<file path="src/shared/msi_vpd_pkg.sv">
/*
  Constants shared by the capability register bank of one switch port:
  register byte offsets, field positions, reset values and fixed header codes.
  Assumes a 32-bit AHB-Lite register bus with one aligned word per register.
*/
// Behaviour
// - Message enable gates messages versus legacy pin
// - Sixty-four-bit capable bit reads one
// - Message address bits 31:2 writable, reset zero
// - Upper address writable, used when 64-bit capable
// - Message registers only on downstream ports
// - Product header returns 03h, next 64h
// - Six-bit field selects table DWORD, reset zero
// - Write permit bit needed for table writes
// - Writing 0 starts read; 1 when done
// - Writing 1 starts write; 0 when done
// - Data register returns last fetched table word
// - Written data stored to selected table word
// - Product data registers only on upstream port
// - Vendor header returns 09h, next B0h
// - Vendor length field reads 34h
// - Message header returns 05h, next 64h
package msi_vpd_pkg;

  // ---------------------------------------------------------------------------
  // Register byte offsets
  // ---------------------------------------------------------------------------
  localparam logic [7:0] OffMsgControl   = 8'h4c;
  localparam logic [7:0] OffMsgAddress   = 8'h50;
  localparam logic [7:0] OffMsgUpper     = 8'h54;
  localparam logic [7:0] OffMsgPayload   = 8'h58;
  localparam logic [7:0] OffProductCtrl  = 8'h5c;
  localparam logic [7:0] OffProductValue = 8'h60;
  localparam logic [7:0] OffVendorHeader = 8'h64;
  localparam logic [7:0] OffIrqStatus    = 8'h80;
  localparam logic [7:0] OffIrqEnable    = 8'h84;
  localparam logic [7:0] OffIrqClear     = 8'h88;

  // ---------------------------------------------------------------------------
  // Field positions and fixed codes
  // ---------------------------------------------------------------------------
  localparam int MsgEnableBit    = 16;
  localparam int MultiEnableLo   = 20;
  localparam int Addr64Bit       = 23;
  localparam int IndexLo         = 18;
  localparam int WritePermitBit  = 30;
  localparam int DirDoneBit      = 31;
  localparam logic [7:0]  MsgCapId     = 8'h05;
  localparam logic [7:0]  ProductCapId = 8'h03;
  localparam logic [7:0]  VendorCapId  = 8'h09;
  localparam logic [7:0]  NextToVendor = 8'h64;
  localparam logic [7:0]  NextFromVend = 8'hb0;
  localparam logic [15:0] VendorLength = 16'h0034;

  // ---------------------------------------------------------------------------
  // Reset values, table size and interrupt bits
  // ---------------------------------------------------------------------------
  localparam logic [31:0] ResetZero    = 32'h0000_0000;
  localparam int          TableWords   = 64;
  localparam int          IrqReadDone  = 0;
  localparam int          IrqWriteDone = 1;
  localparam int          IrqWriteDeny = 2;

endpackage

</file>
<file path="src/core/msi_vpd_capability_regs.sv">
/*
  Capability register bank of one switch port: message-signalled interrupt
  structure on downstream ports, product-data table access on the upstream
  port, vendor header on both. Registers sit on an AHB-Lite slave.
  Assumes the EEPROM side answers each access with a one-cycle done pulse,
  that the role strap only changes while reset is held, and that the bus
  master issues single whole-word transfers; hsize is not decoded.
*/
module msi_vpd_capability_regs (
  // Clock and reset
  input  wire logic        clk,
  input  wire logic        rst,
  // Port role strap: high for the upstream port
  input  wire logic        isUpstream,
  // AHB-Lite slave
  input  wire logic        hsel,
  input  wire logic [31:0] haddr,
  input  wire logic [1:0]  htrans,
  input  wire logic        hwrite,
  input  wire logic [2:0]  hsize,
  input  wire logic [31:0] hwdata,
  input  wire logic        hready,
  output logic      [31:0] hrdata,
  output logic             hreadyout,
  output logic             hresp,
  // Interrupt event source and outputs
  input  wire logic        serviceEvent,
  output logic             legacyIntPin,
  output logic             msgWriteValid,
  output logic      [63:0] msgWriteAddr,
  output logic      [15:0] msgWriteData,
  input  wire logic        msgWriteReady,
  output logic             irq,
  // EEPROM table port
  output logic             tableReq,
  output logic             tableWrite,
  output logic      [5:0]  tableIndex,
  output logic      [31:0] tableWdata,
  input  wire logic        tableDone,
  input  wire logic [31:0] tableRdata
);

  // ---------------------------------------------------------------------------
  // Bus address phase capture
  // ---------------------------------------------------------------------------
  logic        wrPend_q, wrPend_d;
  logic [7:0]  wrAddr_q, wrAddr_d;
  logic [31:0] rdata_d;

  logic addrPhase;
  assign addrPhase = hsel & htrans[1] & hready;

  function automatic logic [7:0] wordOffset(input logic [31:0] a);
    wordOffset = {a[7:2], 2'b00};
  endfunction

  // A write is remembered for one cycle so that its data phase can land it.
  always_comb begin
    wrPend_d = addrPhase & hwrite;
    wrAddr_d = wrAddr_q;
    if (addrPhase) begin
      wrAddr_d = wordOffset(haddr);
    end
  end

  // ---------------------------------------------------------------------------
  // Register state
  // ---------------------------------------------------------------------------
  // Message registers keep their flops on both roles; the role strap only
  // hides them from the bus, which keeps one netlist for every port.
  logic        msgEnable_q, msgEnable_d;
  logic [2:0]  multiEnable_q, multiEnable_d;
  logic [29:0] msgAddr_q, msgAddr_d;
  logic [31:0] msgUpper_q, msgUpper_d;
  logic [15:0] msgPayload_q, msgPayload_d;
  logic [5:0]  index_q, index_d;
  logic        permit_q, permit_d;
  logic        dirDone_q, dirDone_d;
  logic        busy_q, busy_d;
  logic [31:0] value_q, value_d;
  logic [2:0]  irqStatus_q, irqStatus_d;
  logic [2:0]  irqEnable_q, irqEnable_d;
  logic        msgPending_q, msgPending_d;
  logic        tableReq_d;
  logic        tableWrite_d;
  logic [31:0] tableWdata_d;

  logic        ctrlWrite;
  logic [2:0]  irqEvents;
  logic [2:0]  irqClear;

  // Read mux: unmapped or absent-by-role registers read as zero.
  always_comb begin
    rdata_d = msi_vpd_pkg::ResetZero;
    if (!isUpstream && wordOffset(haddr) == msi_vpd_pkg::OffMsgControl) begin
      rdata_d[7:0]   = msi_vpd_pkg::MsgCapId;
      rdata_d[15:8]  = msi_vpd_pkg::NextToVendor;
      rdata_d[msi_vpd_pkg::MsgEnableBit] = msgEnable_q;
      rdata_d[msi_vpd_pkg::MultiEnableLo +: 3] = multiEnable_q;
      rdata_d[msi_vpd_pkg::Addr64Bit] = 1'b1;
    end else if (!isUpstream && wordOffset(haddr) == msi_vpd_pkg::OffMsgAddress) begin
      rdata_d = {msgAddr_q, 2'b00};
    end else if (!isUpstream && wordOffset(haddr) == msi_vpd_pkg::OffMsgUpper) begin
      rdata_d = msgUpper_q;
    end else if (!isUpstream && wordOffset(haddr) == msi_vpd_pkg::OffMsgPayload) begin
      rdata_d[15:0] = msgPayload_q;
    end else if (isUpstream && wordOffset(haddr) == msi_vpd_pkg::OffProductCtrl) begin
      rdata_d[7:0]  = msi_vpd_pkg::ProductCapId;
      rdata_d[15:8] = msi_vpd_pkg::NextToVendor;
      rdata_d[msi_vpd_pkg::IndexLo +: 6] = index_q;
      rdata_d[msi_vpd_pkg::WritePermitBit] = permit_q;
      rdata_d[msi_vpd_pkg::DirDoneBit] = dirDone_q;
    end else if (isUpstream && wordOffset(haddr) == msi_vpd_pkg::OffProductValue) begin
      rdata_d = value_q;
    end else if (wordOffset(haddr) == msi_vpd_pkg::OffVendorHeader) begin
      rdata_d[7:0]   = msi_vpd_pkg::VendorCapId;
      rdata_d[15:8]  = msi_vpd_pkg::NextFromVend;
      rdata_d[31:16] = msi_vpd_pkg::VendorLength;
    end else if (wordOffset(haddr) == msi_vpd_pkg::OffIrqStatus) begin
      rdata_d[2:0] = irqStatus_q;
    end else if (wordOffset(haddr) == msi_vpd_pkg::OffIrqEnable) begin
      rdata_d[2:0] = irqEnable_q;
    end
  end

  // ---------------------------------------------------------------------------
  // Register writes and table sequencing
  // ---------------------------------------------------------------------------
  assign ctrlWrite = wrPend_q & isUpstream & (wrAddr_q == msi_vpd_pkg::OffProductCtrl);

  always_comb begin
    msgEnable_d   = msgEnable_q;
    multiEnable_d = multiEnable_q;
    msgAddr_d     = msgAddr_q;
    msgUpper_d    = msgUpper_q;
    msgPayload_d  = msgPayload_q;
    index_d       = index_q;
    permit_d      = permit_q;
    dirDone_d     = dirDone_q;
    busy_d        = busy_q;
    value_d       = value_q;
    irqEnable_d   = irqEnable_q;
    tableReq_d    = 1'b0;
    tableWrite_d  = tableWrite;
    tableWdata_d  = tableWdata;
    irqEvents     = 3'b000;
    irqClear      = 3'b000;
    if (wrPend_q) begin
      if (!isUpstream && wrAddr_q == msi_vpd_pkg::OffMsgControl) begin
        msgEnable_d   = hwdata[msi_vpd_pkg::MsgEnableBit];
        multiEnable_d = hwdata[msi_vpd_pkg::MultiEnableLo +: 3];
      end else if (!isUpstream && wrAddr_q == msi_vpd_pkg::OffMsgAddress) begin
        msgAddr_d = hwdata[31:2];
      end else if (!isUpstream && wrAddr_q == msi_vpd_pkg::OffMsgUpper) begin
        msgUpper_d = hwdata;
      end else if (!isUpstream && wrAddr_q == msi_vpd_pkg::OffMsgPayload) begin
        msgPayload_d = hwdata[15:0];
      end else if (isUpstream && wrAddr_q == msi_vpd_pkg::OffProductValue) begin
        value_d = hwdata;
      end else if (wrAddr_q == msi_vpd_pkg::OffIrqEnable) begin
        irqEnable_d = hwdata[2:0];
      end else if (wrAddr_q == msi_vpd_pkg::OffIrqClear) begin
        irqClear = hwdata[2:0];
      end
    end
    // A control write while a cycle runs is ignored; software must poll first.
    if (ctrlWrite && !busy_q) begin
      index_d  = hwdata[msi_vpd_pkg::IndexLo +: 6];
      permit_d = hwdata[msi_vpd_pkg::WritePermitBit];
      dirDone_d = hwdata[msi_vpd_pkg::DirDoneBit];
      if (hwdata[msi_vpd_pkg::DirDoneBit] && !hwdata[msi_vpd_pkg::WritePermitBit]) begin
        dirDone_d = 1'b0;
        irqEvents[msi_vpd_pkg::IrqWriteDeny] = 1'b1;
      end else begin
        // Data to write is taken from the data register at the start, so a
        // later data write cannot change a cycle already in flight.
        busy_d       = 1'b1;
        tableReq_d   = 1'b1;
        tableWrite_d = hwdata[msi_vpd_pkg::DirDoneBit];
        tableWdata_d = value_q;
      end
    end
    // Completion flips the direction flag and raises a status event in the
    // same cycle, so polling software and the interrupt line agree.
    if (busy_q && tableDone) begin
      busy_d = 1'b0;
      if (tableWrite) begin
        dirDone_d = 1'b0;
        irqEvents[msi_vpd_pkg::IrqWriteDone] = 1'b1;
      end else begin
        dirDone_d = 1'b1;
        value_d   = tableRdata;
        irqEvents[msi_vpd_pkg::IrqReadDone] = 1'b1;
      end
    end
  end

  // ---------------------------------------------------------------------------
  // Interrupt status
  // ---------------------------------------------------------------------------
  // Set wins over clear so no completion is lost.
  always_comb begin
    irqStatus_d = (irqStatus_q & ~irqClear) | irqEvents;
  end

  // ---------------------------------------------------------------------------
  // Message-signalled interrupt request
  // ---------------------------------------------------------------------------
  logic        msgValid_d;
  logic [63:0] msgAddrOut_d;
  logic        legacy_d;

  always_comb begin
    msgPending_d = msgPending_q;
    msgValid_d   = msgWriteValid;
    msgAddrOut_d = msgWriteAddr;
    legacy_d     = 1'b0;
    if (msgWriteValid && msgWriteReady) begin
      msgValid_d = 1'b0;
    end
    if (!isUpstream && msgEnable_q) begin
      if (serviceEvent) begin
        msgPending_d = 1'b1;
      end
      // Events arriving while a write waits are merged into one pending
      // request, as a single message already tells software to look.
      if (msgPending_q && !msgValid_d) begin
        msgValid_d   = 1'b1;
        msgPending_d = serviceEvent;
        // Upper half is always placed in the address; a zero upper register gives an address in the low 32 bits.
        msgAddrOut_d = {msgUpper_q, msgAddr_q, 2'b00};
      end
    end else begin
      // Disabled or upstream: the pin echoes each event one cycle later and
      // any half-formed message is dropped rather than sent late.
      msgPending_d = 1'b0;
      legacy_d     = serviceEvent;
    end
  end

  // ---------------------------------------------------------------------------
  // Output next values
  // ---------------------------------------------------------------------------
  logic [31:0] hrdata_d;
  logic        irq_d;

  // Read data is captured in the address phase and then held, so it stands
  // through the data phase whatever the address lines do meanwhile.
  always_comb begin
    hrdata_d = hrdata;
    if (addrPhase) begin
      hrdata_d = rdata_d;
    end
    irq_d = |(irqStatus_d & irqEnable_d);
  end

  // ---------------------------------------------------------------------------
  // Bus state registers
  // ---------------------------------------------------------------------------
  // The slave never stalls and never errors, so ready and response are
  // constants held in flops only to keep every output registered.
  always_ff @(posedge clk) begin
    if (rst) begin
      wrPend_q  <= 1'b0;
      wrAddr_q  <= 8'h00;
      hrdata    <= msi_vpd_pkg::ResetZero;
      hreadyout <= 1'b1;
      hresp     <= 1'b0;
    end else begin
      wrPend_q  <= wrPend_d;
      wrAddr_q  <= wrAddr_d;
      hrdata    <= hrdata_d;
      hreadyout <= 1'b1;
      hresp     <= 1'b0;
    end
  end

  // ---------------------------------------------------------------------------
  // Message capability registers
  // ---------------------------------------------------------------------------
  // These hold software settings only; the request logic reads them live,
  // so a change takes effect on the next event.
  always_ff @(posedge clk) begin
    if (rst) begin
      msgEnable_q   <= 1'b0;
      multiEnable_q <= 3'h0;
      msgAddr_q     <= 30'h0000_0000;
      msgUpper_q    <= msi_vpd_pkg::ResetZero;
      msgPayload_q  <= 16'h0000;
    end else begin
      msgEnable_q   <= msgEnable_d;
      multiEnable_q <= multiEnable_d;
      msgAddr_q     <= msgAddr_d;
      msgUpper_q    <= msgUpper_d;
      msgPayload_q  <= msgPayload_d;
    end
  end

  // ---------------------------------------------------------------------------
  // Table registers and port
  // ---------------------------------------------------------------------------
  // The index goes out from its next value so that it leaves together with
  // the request pulse rather than one cycle behind it.
  always_ff @(posedge clk) begin
    if (rst) begin
      index_q    <= 6'h00;
      permit_q   <= 1'b0;
      dirDone_q  <= 1'b0;
      busy_q     <= 1'b0;
      value_q    <= msi_vpd_pkg::ResetZero;
      tableReq   <= 1'b0;
      tableWrite <= 1'b0;
      tableIndex <= 6'h00;
      tableWdata <= msi_vpd_pkg::ResetZero;
    end else begin
      index_q    <= index_d;
      permit_q   <= permit_d;
      dirDone_q  <= dirDone_d;
      busy_q     <= busy_d;
      value_q    <= value_d;
      tableReq   <= tableReq_d;
      tableWrite <= tableWrite_d;
      tableIndex <= index_d;
      tableWdata <= tableWdata_d;
    end
  end

  // ---------------------------------------------------------------------------
  // Interrupt registers
  // ---------------------------------------------------------------------------
  // The line is built from next values so it rises with the status bit
  // instead of trailing it by a cycle.
  always_ff @(posedge clk) begin
    if (rst) begin
      irqStatus_q <= 3'h0;
      irqEnable_q <= 3'h0;
      irq         <= 1'b0;
    end else begin
      irqStatus_q <= irqStatus_d;
      irqEnable_q <= irqEnable_d;
      irq         <= irq_d;
    end
  end

  // ---------------------------------------------------------------------------
  // Message request registers
  // ---------------------------------------------------------------------------
  // Payload follows the data register; software must not rewrite it while
  // a request is still waiting for acceptance.
  always_ff @(posedge clk) begin
    if (rst) begin
      msgPending_q  <= 1'b0;
      msgWriteValid <= 1'b0;
      msgWriteAddr  <= 64'h0000_0000_0000_0000;
      msgWriteData  <= 16'h0000;
      legacyIntPin  <= 1'b0;
    end else begin
      msgPending_q  <= msgPending_d;
      msgWriteValid <= msgValid_d;
      msgWriteAddr  <= msgAddrOut_d;
      msgWriteData  <= msgPayload_q;
      legacyIntPin  <= legacy_d;
    end
  end

endmodule

</file>
<file path="config.mk">
export PLATFORM = sky130hd
export DESIGN_NAME = msi_vpd_capability_regs
export DESIGN_NICKNAME = d
export VERILOG_FILES = /design/src/shared/msi_vpd_pkg.sv /design/src/core/msi_vpd_capability_regs.sv
export SDC_FILE = /design/constraint.sdc
export NUM_CORES = 1
export LEC_CHECK = 0
export BUFFER_PORTS_ARGS = -buffer_cell sky130_fd_sc_hd__buf_4
export CORE_UTILIZATION = 53
export DETAILED_ROUTE_END_ITERATION = 12
export GPL_TIMING_DRIVEN = 0
export PLACE_DENSITY = 0.79
export SYNTH_ARGS = -nofsm -noshare
export SYNTH_HDL_FRONTEND = slang
export SYNTH_SLANG_ARGS = --single-unit
</file>
<file path="constraint.sdc">
create_clock -name clk -period 2.45 [get_ports clk]
set_input_delay 0.49 -clock clk [delete_from_list [all_inputs] [get_ports clk]]
set_output_delay 0.49 -clock clk [all_outputs]
set_load 0.005 [all_outputs]
</file>
# Word-level counts from Yosys, hierarchy flattened
# Cells that the tools add are included.
[classes] n_eq_ne=17 n_bitwise=15 n_reduce_logical=34 n_mux=55
[ops] operator="32-bit 2-to-1 mux" n=11
[ops] operator="6-bit by 5-bit == test with 1-bit output, second input constant" n=13
[ops] operator="3-bit 2-to-1 mux" n=19
[ops] operator="16-bit 2-to-1 mux" n=3
[ops] operator="6-bit == test, second input constant" n=4
[ops] operator="19-bit 2-to-1 mux" n=1
[ops] operator="1-bit logical AND" n=17
[ops] operator="17-bit 2-to-1 mux" n=1
[ops] operator="1-bit 2-to-1 mux" n=13
[ops] operator="6-bit 2-to-1 mux" n=2
[ops] operator="8-bit 2-to-1 mux" n=1
[ops] operator="2-bit OR reduction" n=4
[ops] operator="3-bit AND" n=2
[ops] operator="2-bit 2-to-1 mux" n=3
[ops] operator="1-bit inverter" n=6
[ops] operator="2-bit AND reduction" n=3
[ops] operator="1-bit AND" n=5
[ops] operator="5-bit AND reduction" n=1
[ops] operator="1-bit logical NOT" n=4
[ops] operator="4-bit 2-to-1 mux" n=1
[ops] operator="4-bit AND reduction" n=1
[ops] operator="2-bit nonzero test" n=2
[ops] operator="3-bit inverter" n=1
[ops] operator="3-bit OR" n=1
[ops] operator="2 further kinds" n=2
[word_totals] register_bits=284 elab_cells=145 inputBits=110 output_inout_bits=157

# Logic depth before layout (Yosys ltp)
[logic_depth] ltp_word=14 ltp_mapped=8 mapped_depth_nobuf=5

# Worst setup path before layout
# OpenSTA, ideal clock, no wires.
[synth_path] path_type="input -> register" startpoint="input haddr[4]" endpoint="register hrdata[17]" path_slack_ns=0.523 setup_ns=0.122 t_arrival_ns=1.805 required_time_ns=2.328 stages=7 path_cell_list="buf_2 > nor4bb_1 > and2_1 > nor3_1 > and2_1 > buf_2 > a221o_1"
[synth_between] elab_chain_cells=8
[synth_rtl] item="start, declared" line="msi_vpd_capability_regs.sv:17" text="input wire logic [31:0] haddr,"
[synth_rtl] item="6-bit by 5-bit == test with 1-bit output" line="msi_vpd_capability_regs.sv:113" text="end else if (isUpstream && wordOffset(haddr) == msi_vpd_pkg::OffProductValue) begin"
[synth_rtl] item="1-bit logical AND" line="msi_vpd_capability_regs.sv:113"
[synth_rtl] item="32-bit 2-to-1 mux" line="msi_vpd_capability_regs.sv:113"
[synth_rtl] item="2-bit 2-to-1 mux" line="msi_vpd_capability_regs.sv:107" text="end else if (isUpstream && wordOffset(haddr) == msi_vpd_pkg::OffProductCtrl) begin"
[synth_rtl] item="16-bit 2-to-1 mux" line="msi_vpd_capability_regs.sv:105" text="end else if (!isUpstream && wordOffset(haddr) == msi_vpd_pkg::OffMsgPayload) begin"
[synth_rtl] item="32-bit 2-to-1 mux" line="msi_vpd_capability_regs.sv:103" text="end else if (!isUpstream && wordOffset(haddr) == msi_vpd_pkg::OffMsgUpper) begin"
[synth_rtl] item="32-bit 2-to-1 mux" line="msi_vpd_capability_regs.sv:101" text="end else if (!isUpstream && wordOffset(haddr) == msi_vpd_pkg::OffMsgAddress) begin"
[synth_rtl] item="3-bit 2-to-1 mux (*)" line="msi_vpd_capability_regs.sv:95" text="if (!isUpstream && wordOffset(haddr) == msi_vpd_pkg::OffMsgControl) begin"
[synth_rtl] item="end signal, assigned" line="msi_vpd_capability_regs.sv:266" text="hrdata <= msi_vpd_pkg::ResetZero;"
[synth_rtl] item="end signal, assigned" line="msi_vpd_capability_regs.sv:272" text="hrdata <= hrdata_d;"
[synth_rtl] item="end, declared" line="msi_vpd_capability_regs.sv:23" text="output logic [31:0] hrdata,"
# Every way passes the cells marked *; elsewhere a longest branch is shown, timed or not.
# A chain may end at the register's enable or synchronous reset.

# Final worst setup path
[layout_path] startpoint="register wrAddr_q[7]" endpoint="register msgUpper_q[10]"
[layout_between] elab_chain_cells=4
[layout_rtl] item="start, declared" line="msi_vpd_capability_regs.sv:47" text="logic [7:0] wrAddr_q, wrAddr_d;"
[layout_rtl] item="start signal, assigned" line="msi_vpd_capability_regs.sv:271" text="wrAddr_q <= wrAddr_d;"
[layout_rtl] item="6-bit by 5-bit == test with 1-bit output (on tied branches)" line="msi_vpd_capability_regs.sv:152, msi_vpd_capability_regs.sv:149"
[layout_rtl] item="1-bit logical AND (on tied branches)" line="msi_vpd_capability_regs.sv:152, msi_vpd_capability_regs.sv:149"
[layout_rtl] item="1-bit inverter (no line)"
[layout_rtl] item="4-bit AND reduction (no line) (*)"
[layout_rtl] item="end signal, assigned" line="msi_vpd_capability_regs.sv:288" text="msgUpper_q <= msi_vpd_pkg::ResetZero;"
[layout_rtl] item="end signal, assigned" line="msi_vpd_capability_regs.sv:294" text="msgUpper_q <= msgUpper_d;"
[layout_rtl] item="end, declared" line="msi_vpd_capability_regs.sv:74" text="logic [31:0] msgUpper_q, msgUpper_d;"
# Marked as above.

==> out/qor.txt <==
P_leak: 0.00551 uW
CTS Hold Bufs: 0
Synthesized area per cell: 8.48 um^2
Setup violators final: 0
Fillers: 1,665
Diodes inserted: 0
Yosys cell types: 65
Mapped Area: 11,200 um^2
Final period demand of the worst path: 2.33 ns
Top delay family on crit path: simple AND/OR/NAND/NOR gates
Fin Clk Skew: 0.0152 ns
RSZ-0062 raised after global routing: no
Crit Path Max Fanout: 10
Max Root-Sink Buffers: 3
Worst min path class: input port to register
Status: completed
Place WS: -0.464 ns
Synth Instances: 1,318
Initial Util: 54.7%
WL final: 38,300 um
Measured slew at the worst slew-check pin: 0.896 ns
Routability cong.: 0.955
Ys async rst share: 0%
IO buf count: 231
CP Class: register to register
Startpoint Class: register
EDFF count, synth: 0
Slew Viols, Final: 0
Leading area contributor after synthesis: dfxtp_1
Slowest Stage Delay on Critical Path: 0.70 ns
Global Route Usage Sum: 34.3%
VDD IR-drop max: 0.000579 V
Critical Path AT: 2.78 ns
Dpl hpwl: 28,900 um
TritonCTS Sinks: 284
Via Count: 10,800
Yosys reg bits: 284
Setup Fix Bufs, Post-CTS: 0
Row count: 52
Drt pass-1 iters: 6
Final ANT Viol Nets: 0
Fmax: 0.430 GHz
Die area: 21,700 um^2
CP Data Required Time: 2.91 ns
I/O pin cnt: 267
Tcrit/Tclk final: 94.9%
Synth top area share: 50.9%
Vias/cell: 5.76
Largest net degree at the start of global routing: 15
Clk pin slew, worst setup/hold paths: 0.06 ns
Storage cell area: 5690 um^2
Post-Place Cell Area: 13,300 um^2
TritonCTS clock tree: yes
Avg WL per Cell: 20.4 um
Post-cts resize count: 0
Worst path slowest cell: nor3_1
Die Ht: 147 um
DRT iter0 DRCs: 1,124
Total CTS buffers: 29
Final net count: 1,692
Crit end category: register
CP Cell Sequence: and2b_2 -> nand3_1 -> nor3_1 -> clkbuf_1 -> nand2_1 -> a21oi_1
Count leader, synth: nand2_1
H-Tree Depth: 1
Bufs and invs on worst path: 1
Remaining global-route overflow: 0
Final worst slack: 0.124 ns
Skew-Pair Late Insertion Delay: 0.54 ns
CTS root buffer: clkbuf_16
Commonest cells post-synth: 306 x nand2_1, 284 x dfxtp_1, 171 x a21oi_1
Core box area: 20,400 um^2
Die Wd: 147 um
Synth area leaders: dfxtp_1 51%, nand2_1 10%, mux2i_1 8.1%
Pwr Density: 677 nW/um^2
Vias in the first global route: 9,852
Fin. Hold Viols: 0
DRC violations left: 0
Max-cap violations: 0
Yosys Warn Count: 0
Area of the multi-input gates: 5020 um^2
Area delta synth->final: 27.5%
Layout cells sized above 1: 19.5%
Seq/Total Area, Yosys: 50.9%
Top FF cell, synth: dfxtp_1
Rel. slew slack: 40.0%
First-pass GRT wire length: 56,800 um
Initial antenna violation count: 0
Finished Cell Area: 14,200 um^2
## final cells by class
type | count | area share, %
clock buffer | 39 | 5.71
multi-input combinational | 924 | 35.2
tap | 270 | 2.37
buffer | 97 | 2.99
sequential | 284 | 39.9
timing repair buffer | 231 | 12.2
inverter | 15 | 0.395
clock inverter | 13 | 1.22
## state kept, by name, indices dropped and copies added (netlist names), 16 cells and up
name,count
hrdata,32
msgAddr_q,30
msgPayload_q,16
msgUpper_q,32
msgWriteAddr,62
msgWriteData,16
tableWdata,32
value_q,32
## routing by layer
| layer | track usage [%] | part of all wire (%) |
|---|---|---|
| met1 | 48.9 | 42 |
| met2 | 52.2 | 44 |
| met3 | 6.68 | 12 |
| met4 | 10.4 | 2.7 |
| met5 | 0 | 0 |
## through the flow
step	std cells	util (%)	total power (uW)	hold slack, ns	setup TNS (ns)
CTS	1873	69.7	9640	0.169	0
floorplan	1320	-	4910	0.430	0
detailed placement	1821	64.9	5170	0.447	-32.70
finish	1873	69.7	9640	0.173	0
global route	1873	69.7	9880	0.166	0
global placement	1821	64.9	5170	0.442	-27.71
## power breakdown
group / switching, uW / total [uW] / internal (uW)
Combinational: 297 / 449 / 152
Clock: 1810 / 4550 / 2740
Sequential: 9.17 / 4640 / 4630
## cell usage in the layout, fill, tap and decap left out, types with 27 or more instances in the layout
master     instances
a211oi_1          36
a21oi_1          171
buf_4            237
clkbuf_1          76
clkbuf_16         29
dfxtp_1          284
mux2i_1           90
nand2_1          306
nor2_1           127
o21ai_1           27
## cell families (layout without fill, tap and decap cells)
logic type	count (synthesis)	after routing	synth area share, %
and+or+nand+nor	518	518	19.8
AOI/OAI and AO/OA	311	311	16.9
DFF	284	284	50.9
buffers and inverters	112	395	4.31
muxes	90	90	8.06
other	2	4	0.0672
xor gates and xnor gates	1	1	0.0784
## final timing paths
kind / startpoint / slack [ns] / depth (start not counted) / endpoint
max reg2reg: wrAddr_q[7] / 0.12 / 6 / msgUpper_q[10]
min: hwrite / 0.17 / 2 / wrPend_q
min reg2reg: msgWriteAddr[27] / 0.45 / 2 / msgWriteAddr[27]
max: wrAddr_q[7] / 0.12 / 6 / msgUpper_q[10]
(Power assumes the default switching activity.)
